## config.mk

```make
export PLATFORM = sky130hd
export DESIGN_NAME = psdt_top
export DESIGN_NICKNAME = d
export VERILOG_FILES = /design/src/psdt_pkg.sv /design/src/psdt_div_if.sv /design/src/psdt_top.sv /design/src/psdt_divider.sv /design/src/psdt_op_timer.sv
export SDC_FILE = /design/constraint.sdc
export NUM_CORES = 2
export LEC_CHECK = 0
export ABC_AREA = 1
export BUFFER_PORTS_ARGS = -buffer_cell sky130_fd_sc_hd__buf_2
export CORE_MARGIN = 3
export CORE_UTILIZATION = 67
export CTS_BUF_LIST = sky130_fd_sc_hd__clkbuf_2
export CTS_CLUSTER_DIAMETER = 30
export DETAILED_ROUTE_END_ITERATION = 10
export PLACE_DENSITY = 0.86
export SYNTH_ARGS = -nofsm -noshare
export SYNTH_HDL_FRONTEND = slang
export SYNTH_SLANG_ARGS = --single-unit
```

## constraint.sdc

```tcl
create_clock -name core_clk -period 12.69 [get_ports core_clk]
set_input_delay 0.6345 -clock core_clk [delete_from_list [all_inputs] [get_ports core_clk]]
set_output_delay 0.6345 -clock core_clk [all_outputs]
set_load 0.05 [all_outputs]
```

## src/psdt_pkg.sv

```systemverilog
/*
 * Shared constants for the protection stage delay timer: register map,
 * control field positions, curve coefficients, timing counts and types.
 * Assumes a 200 MHz core clock and settings scaled in hundredths.
 */
package psdt_pkg;
	// clock and time base
	localparam int CLK_PERIOD_PS = 5000;
	localparam int TICK_TIME_US = 1000;
	localparam int TICK_CYCLES_DEF = TICK_TIME_US * 1000000 / CLK_PERIOD_PS;
	localparam int REL_STEP_MS = 5;
	// register offsets (byte addresses)
	localparam logic [7:0] OFF_CTRL = 8'h00;
	localparam logic [7:0] OFF_DIAL = 8'h04;
	localparam logic [7:0] OFF_PICKUP = 8'h08;
	localparam logic [7:0] OFF_RELEASE = 8'h0C;
	localparam logic [7:0] OFF_STATUS = 8'h10;
	localparam logic [7:0] OFF_DELAY = 8'h14;
	localparam logic [7:0] OFF_OPTIME = 8'h18;
	localparam logic [7:0] OFF_IRQ_STAT = 8'h1C;
	localparam logic [7:0] OFF_IRQ_MASK = 8'h20;
	// control field positions and reset values
	localparam int CTL_LOG = 0;
	localparam int CTL_DELAYED = 1;
	localparam int CTL_CLEAR_AFTER = 2;
	localparam int CTL_CONTINUE = 3;
	localparam int CTL_FORCE_EN = 4;
	localparam int CTL_FORCE_LO = 5;
	localparam logic [7:0] CTRL_RESET = 8'h06;
	localparam logic [15:0] DIAL_RESET = 16'h0005;
	localparam logic [15:0] PICKUP_RESET = 16'h0078;
	localparam logic [15:0] RELEASE_RESET = 16'h000C;
	// interrupt bit positions
	localparam int IRQ_START = 0;
	localparam int IRQ_TRIP = 1;
	localparam int IRQ_RELEASE = 2;
	// curve coefficients, Q16 and Q8 fractions and milliseconds
	localparam logic [31:0] RECIP_A_Q16 = 32'h0000_56C9;
	localparam logic [31:0] RECIP_B_Q16 = 32'h0000_3C6B;
	localparam logic [15:0] K_MS_PER_LSB = 16'h000A;
	localparam logic [15:0] K_MAX = 16'h09C4;
	localparam logic [31:0] LOG_C_MS = 32'h0000_16A8;
	localparam logic [31:0] LOG_SLOPE_Q8 = 32'h0003_A7C0;
	localparam logic [31:0] LOG2_100_Q16 = 32'h0006_A4D4;
	localparam logic [31:0] DELAY_MAX = 32'hFFFF_FFFF;
	typedef enum logic [1:0] {
		F_NORMAL = 2'h0,
		F_START = 2'h1,
		F_TRIP = 2'h2,
		F_BLOCKED = 2'h3
	} psdt_force_type;
	typedef enum logic [3:0] {
		C_IDLE = 4'h1,
		C_RATIO = 4'h2,
		C_TIME = 4'h4,
		C_LOG = 4'h8
	} psdt_calc_type;
endpackage

```

## src/psdt_div_if.sv

```systemverilog
/*
 * Request and answer of the unsigned divider used by the curve engine.
 * Assumes both ends share core_clk; start is a one-cycle pulse.
 */
`timescale 1ns/1ps
`default_nettype none
interface psdt_div_if;
	logic        start;
	logic [31:0] dividend;
	logic [31:0] divisor;
	logic [31:0] quotient;
	logic        done;
	modport master (output start, dividend, divisor, input quotient, done);
	modport slave (input start, dividend, divisor, output quotient, done);
endinterface
`default_nettype wire

```

## src/psdt_top.sv

```systemverilog
/*
 * Protection stage delay timer: register port, curve engine, stage
 * forcing, interrupt status and the operating timer.
 * Assumes measured current and pick-up arrive from logic on core_clk,
 * scaled in hundredths of nominal current, as the settings are.
 */
// Decided for this implementation: the register addresses and strobed register access.
`timescale 1ns/1ps
`default_nettype none
module psdt_top
#(
	parameter int TICK_CYCLES = psdt_pkg::TICK_CYCLES_DEF
)
(
	// clock and reset
	input  wire logic        core_clk,
	input  wire logic        srst,
	// register port
	input  wire logic [7:0]  regAddr,
	input  wire logic [31:0] regWrData,
	input  wire logic        regWr,
	input  wire logic        regRd,
	output logic [31:0]      regRdData,
	// measurement front end
	input  wire logic [15:0] measuredCurrent,
	input  wire logic        measuredValid,
	input  wire logic        pickupIn,
	// stage outputs
	output logic             stageStart,
	output logic             stageTrip,
	output logic             stageBlocked,
	output logic             irq
);
	import psdt_pkg::*;

	generate
		if (TICK_CYCLES < 2)
			$error("TICK_CYCLES must be at least 2");
	endgenerate

	// settings and state
	logic [7:0]    ctrl_r;
	logic [15:0]   dial_r;
	logic [15:0]   pickupSet_r;
	logic [15:0]   release_r;
	logic [2:0]    irqStat_r;
	logic [2:0]    irqMask_r;
	logic [2:0]    irqStat_nxt;
	logic [2:0]    irqEvents;
	logic [31:0]   delay_r;
	logic          delayValid_r;
	logic [15:0]   current_r;
	logic [31:0]   tickCnt_r;
	logic          tick_r;
	psdt_calc_type calc_r;
	psdt_calc_type calc_nxt;
	logic          divStart_r;
	logic [31:0]   divDividend_r;
	logic [31:0]   divDivisor_r;
	logic [31:0]   rdMux;

	// timer results
	logic          timerStart;
	logic          timerTrip;
	logic          timerRelEnd;
	logic [31:0]   opTime;

	psdt_div_if divIf ();

	// mantissa-linear log2 in Q16; good to a few percent, fine for grading
	function automatic logic [31:0] log2q(input logic [15:0] v);
		logic [4:0]  p;
		logic [31:0] sh;
		p = 5'h00;
		for (int i = 0; i < 16; i++)
			if (v[i])
				p = 5'(i);
		sh = {16'h0000, v} << (5'h10 - p);
		return {11'h000, p, sh[15:0]};
	endfunction

	// write and read decode
	logic wrCtrl, wrDial, wrPickup, wrRelease, wrMask, rdIrq;
	assign wrCtrl = regWr && regAddr == OFF_CTRL;
	assign wrDial = regWr && regAddr == OFF_DIAL;
	assign wrPickup = regWr && regAddr == OFF_PICKUP;
	assign wrRelease = regWr && regAddr == OFF_RELEASE;
	assign wrMask = regWr && regAddr == OFF_IRQ_MASK;
	assign rdIrq = regRd && regAddr == OFF_IRQ_STAT;

	// control fields
	logic           curveLog, delayedRel, clearAfter, contCalc, forceEn;
	psdt_force_type forceSt;
	assign curveLog = ctrl_r[CTL_LOG];
	assign delayedRel = ctrl_r[CTL_DELAYED];
	assign clearAfter = ctrl_r[CTL_CLEAR_AFTER];
	assign contCalc = ctrl_r[CTL_CONTINUE];
	assign forceEn = ctrl_r[CTL_FORCE_EN];
	assign forceSt = psdt_force_type'(ctrl_r[CTL_FORCE_LO +: 2]);

	// stage status: forced state ORed with the measured one
	logic stageStart_nxt, stageTrip_nxt, stageBlocked_nxt;
	assign stageStart_nxt = timerStart
		|| (forceEn && (forceSt == F_START || forceSt == F_TRIP));
	assign stageTrip_nxt = timerTrip || (forceEn && forceSt == F_TRIP);
	assign stageBlocked_nxt = forceEn && forceSt == F_BLOCKED;

	// sticky interrupt status; a new event beats the read clear
	assign irqEvents[IRQ_START] = stageStart_nxt && !stageStart;
	assign irqEvents[IRQ_TRIP] = stageTrip_nxt && !stageTrip;
	assign irqEvents[IRQ_RELEASE] = timerRelEnd;
	assign irqStat_nxt = (rdIrq ? 3'h0 : irqStat_r) | irqEvents;

	// dial clamped so the reciprocal dividend fits 32 bits
	logic [15:0] kEff, kMs;
	logic        inputsZero;
	assign kEff = (dial_r > K_MAX) ? K_MAX : dial_r;
	assign kMs = 16'(kEff * K_MS_PER_LSB);
	assign inputsZero = measuredCurrent == 16'h0000 || kEff == 16'h0000
		|| pickupSet_r == 16'h0000;

	// reciprocal denominator from the ratio quotient
	logic [63:0]        ratioProd;
	logic signed [63:0] denom;
	logic               denomPos;
	assign ratioProd = {32'h0000_0000, RECIP_B_Q16} * {32'h0000_0000, divIf.quotient};
	assign denom = $signed({32'h0000_0000, RECIP_A_Q16})
		- $signed({16'h0000, ratioProd[63:16]});
	assign denomPos = !denom[63] && denom != 64'h0000_0000_0000_0000;

	// logarithmic curve in one step
	logic signed [31:0] logL;
	logic signed [63:0] logProd;
	logic signed [63:0] logTime;
	logic               logNeg;
	logic [31:0]        logTimeU;
	assign logL = $signed(log2q(current_r) + LOG2_100_Q16 - log2q(kEff)
		- log2q(pickupSet_r));
	assign logProd = $signed({{32{logL[31]}}, logL})
		* $signed({32'h0000_0000, LOG_SLOPE_Q8});
	assign logTime = $signed({32'h0000_0000, LOG_C_MS}) - (logProd >>> 24);
	assign logNeg = logTime[63];
	assign logTimeU = logNeg ? 32'h0000_0000 : logTime[31:0];

	// curve engine sequencing; samples arriving mid-calculation are dropped
	always_comb
	begin
		calc_nxt = calc_r;
		case (calc_r)
			C_IDLE:
				if (measuredValid && !inputsZero)
					calc_nxt = curveLog ? C_LOG : C_RATIO;
			C_RATIO:
				if (divIf.done)
					calc_nxt = denomPos ? C_TIME : C_IDLE;
			C_TIME:
				if (divIf.done)
					calc_nxt = C_IDLE;
			C_LOG:
				calc_nxt = C_IDLE;
			default:
				calc_nxt = C_IDLE;
		endcase
	end

	// divider requests
	assign divIf.start = divStart_r;
	assign divIf.dividend = divDividend_r;
	assign divIf.divisor = divDivisor_r;

	always_ff @(posedge core_clk)
	begin
		if (srst)
		begin
			calc_r <= C_IDLE;
			divStart_r <= 1'b0;
			divDividend_r <= 32'h0000_0000;
			divDivisor_r <= 32'h0000_0001;
			current_r <= 16'h0000;
		end
		else
		begin
			calc_r <= calc_nxt;
			divStart_r <= 1'b0;
			if (calc_r == C_IDLE && measuredValid && !inputsZero)
			begin
				current_r <= measuredCurrent;
				divStart_r <= !curveLog;
				divDividend_r <= {pickupSet_r, 16'h0000};
				divDivisor_r <= {16'h0000, measuredCurrent};
			end
			else if (calc_r == C_RATIO && divIf.done && denomPos)
			begin
				divStart_r <= 1'b1;
				divDividend_r <= {kMs, 16'h0000};
				divDivisor_r <= denom[31:0];
			end
		end
	end

	// computed delay; unreachable curves park at the maximum
	always_ff @(posedge core_clk)
	begin
		if (srst)
		begin
			delay_r <= DELAY_MAX;
			delayValid_r <= 1'b0;
		end
		else if (calc_r == C_IDLE && measuredValid && inputsZero)
		begin
			delay_r <= DELAY_MAX;
			delayValid_r <= 1'b1;
		end
		else if (calc_r == C_RATIO && divIf.done && !denomPos)
		begin
			delay_r <= DELAY_MAX;
			delayValid_r <= 1'b1;
		end
		else if (calc_r == C_TIME && divIf.done)
		begin
			delay_r <= divIf.quotient;
			delayValid_r <= 1'b1;
		end
		else if (calc_r == C_LOG)
		begin
			delay_r <= logTimeU;
			delayValid_r <= 1'b1;
		end
	end

	// millisecond tick for both timers
	always_ff @(posedge core_clk)
	begin
		if (srst)
		begin
			tickCnt_r <= 32'h0000_0000;
			tick_r <= 1'b0;
		end
		else
		begin
			tick_r <= tickCnt_r == 32'(TICK_CYCLES - 1);
			tickCnt_r <= (tickCnt_r == 32'(TICK_CYCLES - 1)) ? 32'h0000_0000
				: tickCnt_r + 32'h0000_0001;
		end
	end

	// settings registers
	always_ff @(posedge core_clk)
	begin
		if (srst)
		begin
			ctrl_r <= CTRL_RESET;
			dial_r <= DIAL_RESET;
			pickupSet_r <= PICKUP_RESET;
			release_r <= RELEASE_RESET;
			irqMask_r <= 3'h0;
		end
		else
		begin
			if (wrCtrl)
				ctrl_r <= regWrData[7:0];
			if (wrDial)
				dial_r <= regWrData[15:0];
			if (wrPickup)
				pickupSet_r <= regWrData[15:0];
			if (wrRelease)
				release_r <= regWrData[15:0];
			if (wrMask)
				irqMask_r <= regWrData[2:0];
		end
	end

	// read selection; unmapped addresses read zero
	always_comb
	begin
		if (regAddr == OFF_CTRL)
			rdMux = {24'h00_0000, ctrl_r};
		else if (regAddr == OFF_DIAL)
			rdMux = {16'h0000, dial_r};
		else if (regAddr == OFF_PICKUP)
			rdMux = {16'h0000, pickupSet_r};
		else if (regAddr == OFF_RELEASE)
			rdMux = {16'h0000, release_r};
		else if (regAddr == OFF_STATUS)
			rdMux = {27'h000_0000, calc_r != C_IDLE, delayValid_r, stageBlocked,
				stageTrip, stageStart};
		else if (regAddr == OFF_DELAY)
			rdMux = delay_r;
		else if (regAddr == OFF_OPTIME)
			rdMux = opTime;
		else if (regAddr == OFF_IRQ_STAT)
			rdMux = {29'h0000_0000, irqStat_r};
		else if (regAddr == OFF_IRQ_MASK)
			rdMux = {29'h0000_0000, irqMask_r};
		else
			rdMux = 32'h0000_0000;
	end

	// registered outputs
	always_ff @(posedge core_clk)
	begin
		if (srst)
		begin
			regRdData <= 32'h0000_0000;
			irqStat_r <= 3'h0;
			irq <= 1'b0;
			stageStart <= 1'b0;
			stageTrip <= 1'b0;
			stageBlocked <= 1'b0;
		end
		else
		begin
			regRdData <= regRd ? rdMux : 32'h0000_0000;
			irqStat_r <= irqStat_nxt;
			irq <= |(irqStat_nxt & irqMask_r);
			stageStart <= stageStart_nxt;
			stageTrip <= stageTrip_nxt;
			stageBlocked <= stageBlocked_nxt;
		end
	end

	psdt_divider u_div
	(
		.core_clk (core_clk),
		.srst     (srst),
		.div      (divIf)
	);

	psdt_op_timer u_timer
	(
		.core_clk          (core_clk),
		.srst              (srst),
		.tick              (tick_r),
		.pickup            (pickupIn),
		.delayedRelease    (delayedRel),
		.clearAfterRelease (clearAfter),
		.continueCalc      (contCalc),
		.delayValid        (delayValid_r),
		.releaseSteps      (release_r),
		.delayMs           (delay_r),
		.start             (timerStart),
		.trip              (timerTrip),
		.releaseEnd        (timerRelEnd),
		.opTime            (opTime)
	);
endmodule
`default_nettype wire

```

## src/psdt_divider.sv

```systemverilog
/*
 * Restoring 32-bit unsigned divider, one quotient bit per clock.
 * Assumes the requester never passes a zero divisor.
 */
`timescale 1ns/1ps
`default_nettype none
module psdt_divider
(
	// clock and reset
	input  wire logic  core_clk,
	input  wire logic  srst,
	// request and answer
	psdt_div_if.slave  div
);
	import psdt_pkg::*;
	logic [32:0] rem_r;
	logic [31:0] quo_r;
	logic [31:0] den_r;
	logic [5:0]  cnt_r;
	logic        done_r;
	logic [32:0] remShift;
	logic        fits;

	// one restoring step
	assign remShift = {rem_r[31:0], quo_r[31]};
	assign fits = remShift >= {1'b0, den_r};
	assign div.quotient = quo_r;
	assign div.done = done_r;

	// a new start simply restarts any division in flight
	always_ff @(posedge core_clk)
	begin
		done_r <= 1'b0;
		if (srst)
		begin
			rem_r <= 33'h0_0000_0000;
			quo_r <= 32'h0000_0000;
			den_r <= 32'h0000_0000;
			cnt_r <= 6'h00;
		end
		else if (div.start)
		begin
			rem_r <= 33'h0_0000_0000;
			quo_r <= div.dividend;
			den_r <= div.divisor;
			cnt_r <= 6'h20;
		end
		else if (cnt_r != 6'h00)
		begin
			rem_r <= fits ? remShift - {1'b0, den_r} : remShift;
			quo_r <= {quo_r[30:0], fits};
			cnt_r <= cnt_r - 6'h01;
			done_r <= cnt_r == 6'h01;
		end
	end
endmodule
`default_nettype wire

```

## src/psdt_op_timer.sv

```systemverilog
/*
 * Operating timer and release timer of one stage, counted in ms ticks.
 * Assumes pickup and settings come from logic on the same clock.
 */
`timescale 1ns/1ps
`default_nettype none
module psdt_op_timer
(
	// clock and reset
	input  wire logic        core_clk,
	input  wire logic        srst,
	// pick-up, time base and settings
	input  wire logic        tick,
	input  wire logic        pickup,
	input  wire logic        delayedRelease,
	input  wire logic        clearAfterRelease,
	input  wire logic        continueCalc,
	input  wire logic        delayValid,
	input  wire logic [15:0] releaseSteps,
	input  wire logic [31:0] delayMs,
	// results
	output logic             start,
	output logic             trip,
	output logic             releaseEnd,
	output logic [31:0]      opTime
);
	import psdt_pkg::*;
	logic        pickupD_r;
	logic        releasing_r;
	logic        releasing_nxt;
	logic [31:0] relCnt_r;
	logic [31:0] relLimit;
	logic [31:0] opTime_nxt;
	logic        dropNow;
	logic        relDone;
	logic        inRelease;

	// release length in ms from 5 ms steps
	assign relLimit = 32'({16'h0000, releaseSteps} * REL_STEP_MS);
	assign dropNow = pickupD_r && !pickup;
	assign relDone = releasing_r && !pickup && relCnt_r >= relLimit;
	assign inRelease = (releasing_r || dropNow) && !pickup;
	assign releasing_nxt = pickup ? 1'b0 : dropNow ? 1'b1 : relDone ? 1'b0 : releasing_r;

	// operating time across pick-up, drop and release
	always_comb
	begin
		opTime_nxt = opTime;
		if (pickup)
			opTime_nxt = (tick && opTime != DELAY_MAX) ? opTime + 32'h0000_0001 : opTime;
		else if (dropNow && !clearAfterRelease && !continueCalc)
			opTime_nxt = 32'h0000_0000;
		else if (relDone)
			opTime_nxt = 32'h0000_0000;
		else if (inRelease && continueCalc && clearAfterRelease)
			opTime_nxt = (tick && opTime != 32'h0000_0000) ? opTime - 32'h0000_0001 : opTime;
		else if (inRelease && continueCalc)
			opTime_nxt = (tick && opTime != DELAY_MAX) ? opTime + 32'h0000_0001 : opTime;
		else if (inRelease)
			opTime_nxt = opTime;
		else
			opTime_nxt = 32'h0000_0000;
	end

	// release counter restarts on every new drop
	always_ff @(posedge core_clk)
	begin
		if (srst)
		begin
			pickupD_r <= 1'b0;
			releasing_r <= 1'b0;
			relCnt_r <= 32'h0000_0000;
			opTime <= 32'h0000_0000;
			start <= 1'b0;
			trip <= 1'b0;
			releaseEnd <= 1'b0;
		end
		else
		begin
			pickupD_r <= pickup;
			releasing_r <= releasing_nxt;
			relCnt_r <= (pickup || dropNow) ? 32'h0000_0000 :
				(releasing_r && tick) ? relCnt_r + 32'h0000_0001 : relCnt_r;
			opTime <= opTime_nxt;
			start <= pickup || (delayedRelease && releasing_nxt);
			trip <= pickup && (trip || (delayValid && opTime >= delayMs));
			releaseEnd <= relDone;
		end
	end
endmodule
`default_nettype wire

```

After elaboration in Yosys (flattened, before gate mapping)
Index checks and enable logic that the tools add are counted.
W data, S select, Z words.
{ "word_totals": {"ff_bits": 403, "latch_bits": 0, "mem_bits_rw": 0, "rom_bits": 0, "inputBits": 62, "output_inout_bits": 36, "word_cells": 255, "memories": 0} }
{ "op_classes": {"addsub": 14, "n_mul": 4, "n_div": 0, "order_cmp": 4, "eq_ne": 24, "shifts": 3, "muxes": 91, "bitwise": 4, "reduce_logical": 75} }
{ "ops": {"columns": ["cell", "count"], "rows": [
  ["$mux W32", 18],
  ["$mux W5", 41],
  ["$mux W16", 7],
  ["$add A32 B1 Y32 const B", 3],
  ["$reduce_bool A64 Y1", 1],
  ["$logic_not A16 Y1", 3],
  ["$shl A16 B5 Y16", 3],
  ["$mul A14 B32 Y46 const A", 1],
  ["$mul A24 B13 Y37 const B", 1],
  ["$logic_and A1 B1 Y1", 34],
  ["$ge A33 B32 Y1", 1],
  ["$eq A32 B18 Y1 const B", 1],
  ["$eq A8 B5 Y1 const B", 4],
  ["$ge A32 B19 Y1", 1],
  ["$ge A32 B32 Y1", 1],
  ["$ne A32 B32 Y1 const B", 1],
  ["$reduce_bool A32 Y1", 1],
  ["$sub A32 B1 Y32 const B", 1],
  ["$sub A32 B32 Y32", 1],
  ["$sub A15 B30 Y31 const A", 1],
  ["$sub A23 B22 Y24", 1],
  ["$sub A22 B21 Y23", 1],
  ["$add A21 B19 Y22 const B", 1],
  ["$sub A14 B19 Y20 const A", 1],
  ["41 further kinds", 90]
]} }

Depth between registers and ports, before layout
{ "depth": {"word_depth": 26, "mapped_depth": 83, "mapped_depth_nobuf": 81} }

By module
Synthesis repeated with hierarchy kept, for this count alone.
{ "unflattened": {"cells_unflattened": 7347, "hier_area_um2": 48823.1} }
{ "by_module_without_submodules": {"columns": ["module", "instances", "cells_each", "area_each_um2", "seq_area_each_um2"], "rows": [
  ["psdt_top", 1, 4811, 33738.6, 4644.5],
  ["psdt_op_timer", 1, 1457, 8325.5, 1381.3],
  ["psdt_divider", 1, 1079, 6759.0, 2062.0]
]} }

Least setup slack after synthesis
OpenSTA, ideal clock, no wires.
{ "synth_timing": {"path_type": "register to register", "start": "reg dial_r[12]", "end": "reg delay_r[9]", "setup_ns": 0.121, "arrival_time_ns": 11.552, "t_required_ns": 12.569, "setup_slack_ns": 1.017, "path_stages_with_launch": 73, "path_buffers": 3, "synth_period_minus_slack_ns": 11.673, "cell_sequence": "dfxtp_1 -> nor4_2 -> inv_1 -> nor2_2 -> inv_2 -> nand2_2 -> nand2_1 -> o21ai_1 -> nand2_1 -> nand2_1 -> nand2_1 -> nand2_1 -> nand2_1 -> nand2_1 -> nand2_1 -> nand2_1 -> inv_2 -> ha_1 -> (+37 left out) -> nor2_1 -> inv_1 -> nor2_1 -> nand4_1 -> nand3_1 -> xor2_1 -> nor2_1 -> o21ai_0 -> nand2_1 -> nand2_1 -> nand2_1 -> nand2_1 -> nand2_1 -> inv_1 -> nor2_4 -> buf_4 -> nand3_1 -> nand3_1"} }
{ "synth_via": {"elab_chain_cells": 26, "elab_cells_between_ends": 31, "classes_between": "add/sub: 4; mul: 1; order compare: 1; shift: 1; mux: 19; reduce/logical: 5"} }
{ "synth_lines": {"columns": ["item", "line", "source"], "rows": [
  ["start: declaration", "psdt_top.sv:43", "logic [15:0] dial_r;"],
  ["start signal: assignment", "psdt_top.sv:263", "dial_r <= regWrData[15:0];"],
  ["$gt A16 B12 Y1", "psdt_top.sv:117", "assign kEff = (dial_r > K_MAX) ? K_MAX : dial_r;"],
  ["$mux W16 (*)", "psdt_top.sv:117", null],
  ["$mux W1", "psdt_top.sv:76", "if (v[i])"],
  ["$mux W5 (14 in a row)", "psdt_top.sv:76", null],
  ["$sub A5 B5 Y5", "psdt_top.sv:78", "sh = {16'h0000, v} << (5'h10 - p);"],
  ["$shl A16 B5 Y16", "psdt_top.sv:78", null],
  ["$sub A22 B21 Y23", "psdt_top.sv:137", "assign logL = $signed(log2q(current_r) + LOG2_100_Q16 - log2q(kEff)"],
  ["$sub A23 B22 Y24", "psdt_top.sv:138", "- log2q(pickupSet_r));"],
  ["$mul A24 B13 Y37", "psdt_top.sv:140", "* $signed({32'h0000_0000, LOG_SLOPE_Q8});"],
  ["$sub A14 B19 Y20", "psdt_top.sv:141", "assign logTime = $signed({32'h0000_0000, LOG_C_MS}) - (logProd >>> 24);"],
  ["$mux W32", "psdt_top.sv:143", "assign logTimeU = logNeg ? 32'h0000_0000 : logTime[31:0];"],
  ["$mux W32", "psdt_top.sv:224", "else if (calc_r == C_LOG)"],
  ["$mux W32", "psdt_top.sv:219", "else if (calc_r == C_TIME && divIf.done)"],
  ["end signal: assignment", "psdt_top.sv:221", "delay_r <= divIf.quotient;"],
  ["end signal: assignment", "psdt_top.sv:226", "delay_r <= logTimeU;"],
  ["end: declaration", "psdt_top.sv:50", "logic [31:0] delay_r;"]
]} }
Mark *: on every way between the ends. The rest lies on a longest branch, timed or not. The select of a mux whose other input is x is not followed.
A chain may end at the register's enable or synchronous reset.

Final worst setup path
{ "layout_timing": {"start": "reg dial_r[15]", "end": "reg delay_r[17]"} }
The elaborated chain is that of the path after synthesis.

==> flow_summary.ini <==
[worst_setup_path]
cp.arrival_ns = 13.06
critPathKind = reg -> reg
endpoint_kind = flip-flop
crit_top_cell = nand2_1
slowest_stage = fa_1
crit_path_start_kind = flip-flop
max_stage_delay_ns = 0.56
crit_required_ns = 13.75
crit_fanout = 15

[clocking]
cts_tree = done
cts_buffers = 107
cts_root_buf = clkbuf_2
clock-sinks = 403
clk-insertion-delay-late_ns = 1.18
cts_buffer_depth = 3
cts.htree.levels = 3
clk_pin_slew_ns = 0.09

[route]
wl_per_cell_um = 17.5
dr.first_iter.drc_count = 4004
ant_nets = 0
firstDrtPassIters = 9
routed_wl_mm = 134
vias = 44247
vias_per_cell = 5.79
drcViolationCount = 0

[placed_design]
dp_hpwl_mm = 107
place_congestion = 1.00
post-place-ws_ns = -0.0341
portBuffers = 81

[cells_and_area]
synthToLayoutAreaGrowth_pct = 7.37
regArea_mm2 = 0.00807
final_nets = 7636
multi_input_area_mm2 = 0.0324
drive_gt1_share_pct = 7.66
nFillCells = 5430

[floorplan]
start_util_pct = 68.3
die_area_mm2 = 0.0711
coreArea_mm2 = 0.0666
fp.dieH_um = 267
rows = 94
ios = 98
die_w_um = 267

[yosys]
yosysTopAreaCell = dfxtp_1
synth.top_cell.area_share_pct = 17.7
synth-adder-area-share_pct = 29.5
netlist_area_mm2 = 0.0455
synthFlopType = dfxtp_1
seq_area_frac_synth_pct = 17.7
async_reset_ff_share_pct = 0
synth.mux.area_fraction_pct = 0.0440
yosys_warnings = 0
synth_commonest_cells = nand2_1 (1,426), inv_1 (1,261), ha_1 (506), nor2_1 (504), a21oi_1 (445)
synth_cells = 6543
synth.distinct_cells = 69
synth-edff-count = 0
synth_top_family_by_area = adder cells
synth.most_common_cell = nand2_1
synth-simple-area-share_pct = 23.6
synth_xor_area_share_pct = 3.10
synth_compound_area_share_pct = 14.1
synth_area_leaders = dfxtp_1 (18%), fa_1 (16%), ha_1 (14%), nand2_1 (12%), inv_1 (10%)
synth-seq-cells = 403
avgSynthCellArea_um2 = 6.95

[status]
status = finished, final reports clean

[sta]
skew_ns = 0.0961
relSlewSlack_pct = 16.1
hold_viol = 0
fmax_mhz = 83.3
holdWs_ns = 0.130
setup_viol_count_final = 0
min_period_ns = 12.00
worst_slack_ns = 0.690
tightest_slew_ns = 1.26
post-route-period-util_pct = 94.6
slew_viol_final = 0

[global_route]
grt_pass1_wl_mm = 214
grt_max_degree = 84
track_usage_pct = 37.3
antenna_found_initial = 5
grt_pass1_vias = 42481
grtUsageMet2_pct = 59.1
grt_use_met3_pct = 7.90
overflow = 0
met1_usage_pct = 49.5
grt-busiest-layer = met2

[run]
max-cap-violations = 0

[hold_path]
hold_class = in -> reg
-- final timing paths --
path | from | to | slack, ns | cells after the start
min | regAddr[2] | regRdData[6] | 0.13 | 6
min reg2reg | divDivisor_r[19] | u_div.den_r[19] | 0.45 | 2
max reg2reg | dial_r[15] | delay_r[17] | 0.69 | 74
max | dial_r[15] | delay_r[17] | 0.69 | 74
-- cells in the final DEF, fill, tap and decap left out, types with 23 or more instances in the layout --
cell type,count
a211oi_1,26
a21oi_1,423
a21oi_2,34
a31oi_1,42
buf_2,80
buf_4,87
clkbuf_2,135
dfxtp_1,403
dlygate4sd3_1,44
fa_1,354
ha_1,499
inv_1,1254
nand2_1,1415
nand2_2,30
nand3_1,319
nand4_1,71
nor2_1,493
nor2_2,23
nor3_1,70
nor4_1,33
o211ai_1,31
o21ai_0,402
o22ai_1,48
xnor2_1,57
xor2_1,93
-- cell type report --
type | count | area share, %
antenna | 4 | 0.0205
clock buffer | 135 | 1.38
clock inverter | 35 | 0.497
inverter | 1278 | 9.83
multi-input combinational | 4710 | 66.4
sequential | 403 | 16.5
tap | 864 | 2.21
timing repair buffer | 214 | 3.18
-- registers in the layout (all words and copies together), names as in the netlist, 31 cells and up --
| signal | cells |
|---|---|
| divDivisor_r | 31 |
| regRdData | 32 |
| u_timer.relCnt_r | 32 |
| delay_r | 32 |
| u_div.div.quotient | 32 |
| u_div.rem_r | 32 |
| u_timer.opTime | 32 |
| tickCnt_r | 32 |
| u_div.den_r | 31 |
-- cell families (layout without fill, tap and decap cells) --
logic type,after synthesis,after routing
flops,403,403
mux,2,2
buf+inv,1431,1662
compound gates,1146,1146
other cells,1,6
xor+xnor,161,161
fa+ha+maj,860,860
simple gates,2539,2539
-- stage by stage --
| stage | cell area [µm²] | cells | util (%) | TNS, ns |
|---|---|---|---|---|
| 6_report | 48800 | 7643 | 73.4 | 0 |
| 4_1_cts | 48300 | 7625 | 72.6 | 0 |
| 5_1_grt | 48800 | 7642 | 73.4 | -0.884 |
| 3_5_place_dp | 46900 | 7411 | 70.5 | -0.0341 |
| 3_3_place_gp | 46900 | 7411 | 70.5 | 0 |
| 2_1_floorplan | 45500 | 6544 | - | 0 |
-- metal layers --
metal  up-vias  share of wire, %  routed length, µm
li1      21367                 -                  -
met1     20525                41              55500
met2      1996                45              59900
met3       355               9.5              12700
met4         4               4.3               5750
met5         -             0.024                 32
-- what timing repair did --
action,CTS,global route
hold buffers,44,0
setup endpoints to repair,11,19
buffers inserted,0,14
gates resized for setup,1,107
endpoints found under the hold margin,129,0
pin swaps,0,14
-- critical path: cells and delay by family, from the launching register on --
kind | cells | cell delay, ns
adders and majority gates | 11 | 4.14
DFF | 1 | 0.36
and+or+nand+nor | 33 | 3.67
xor gates and xnor gates | 2 | 0.32
AOI/OAI and AO/OA | 14 | 2.26
buffers and inverters | 14 | 1.14
Power is not shown: default switching activity piles up to over one toggle a cycle in this logic, so the estimate is an artifact.
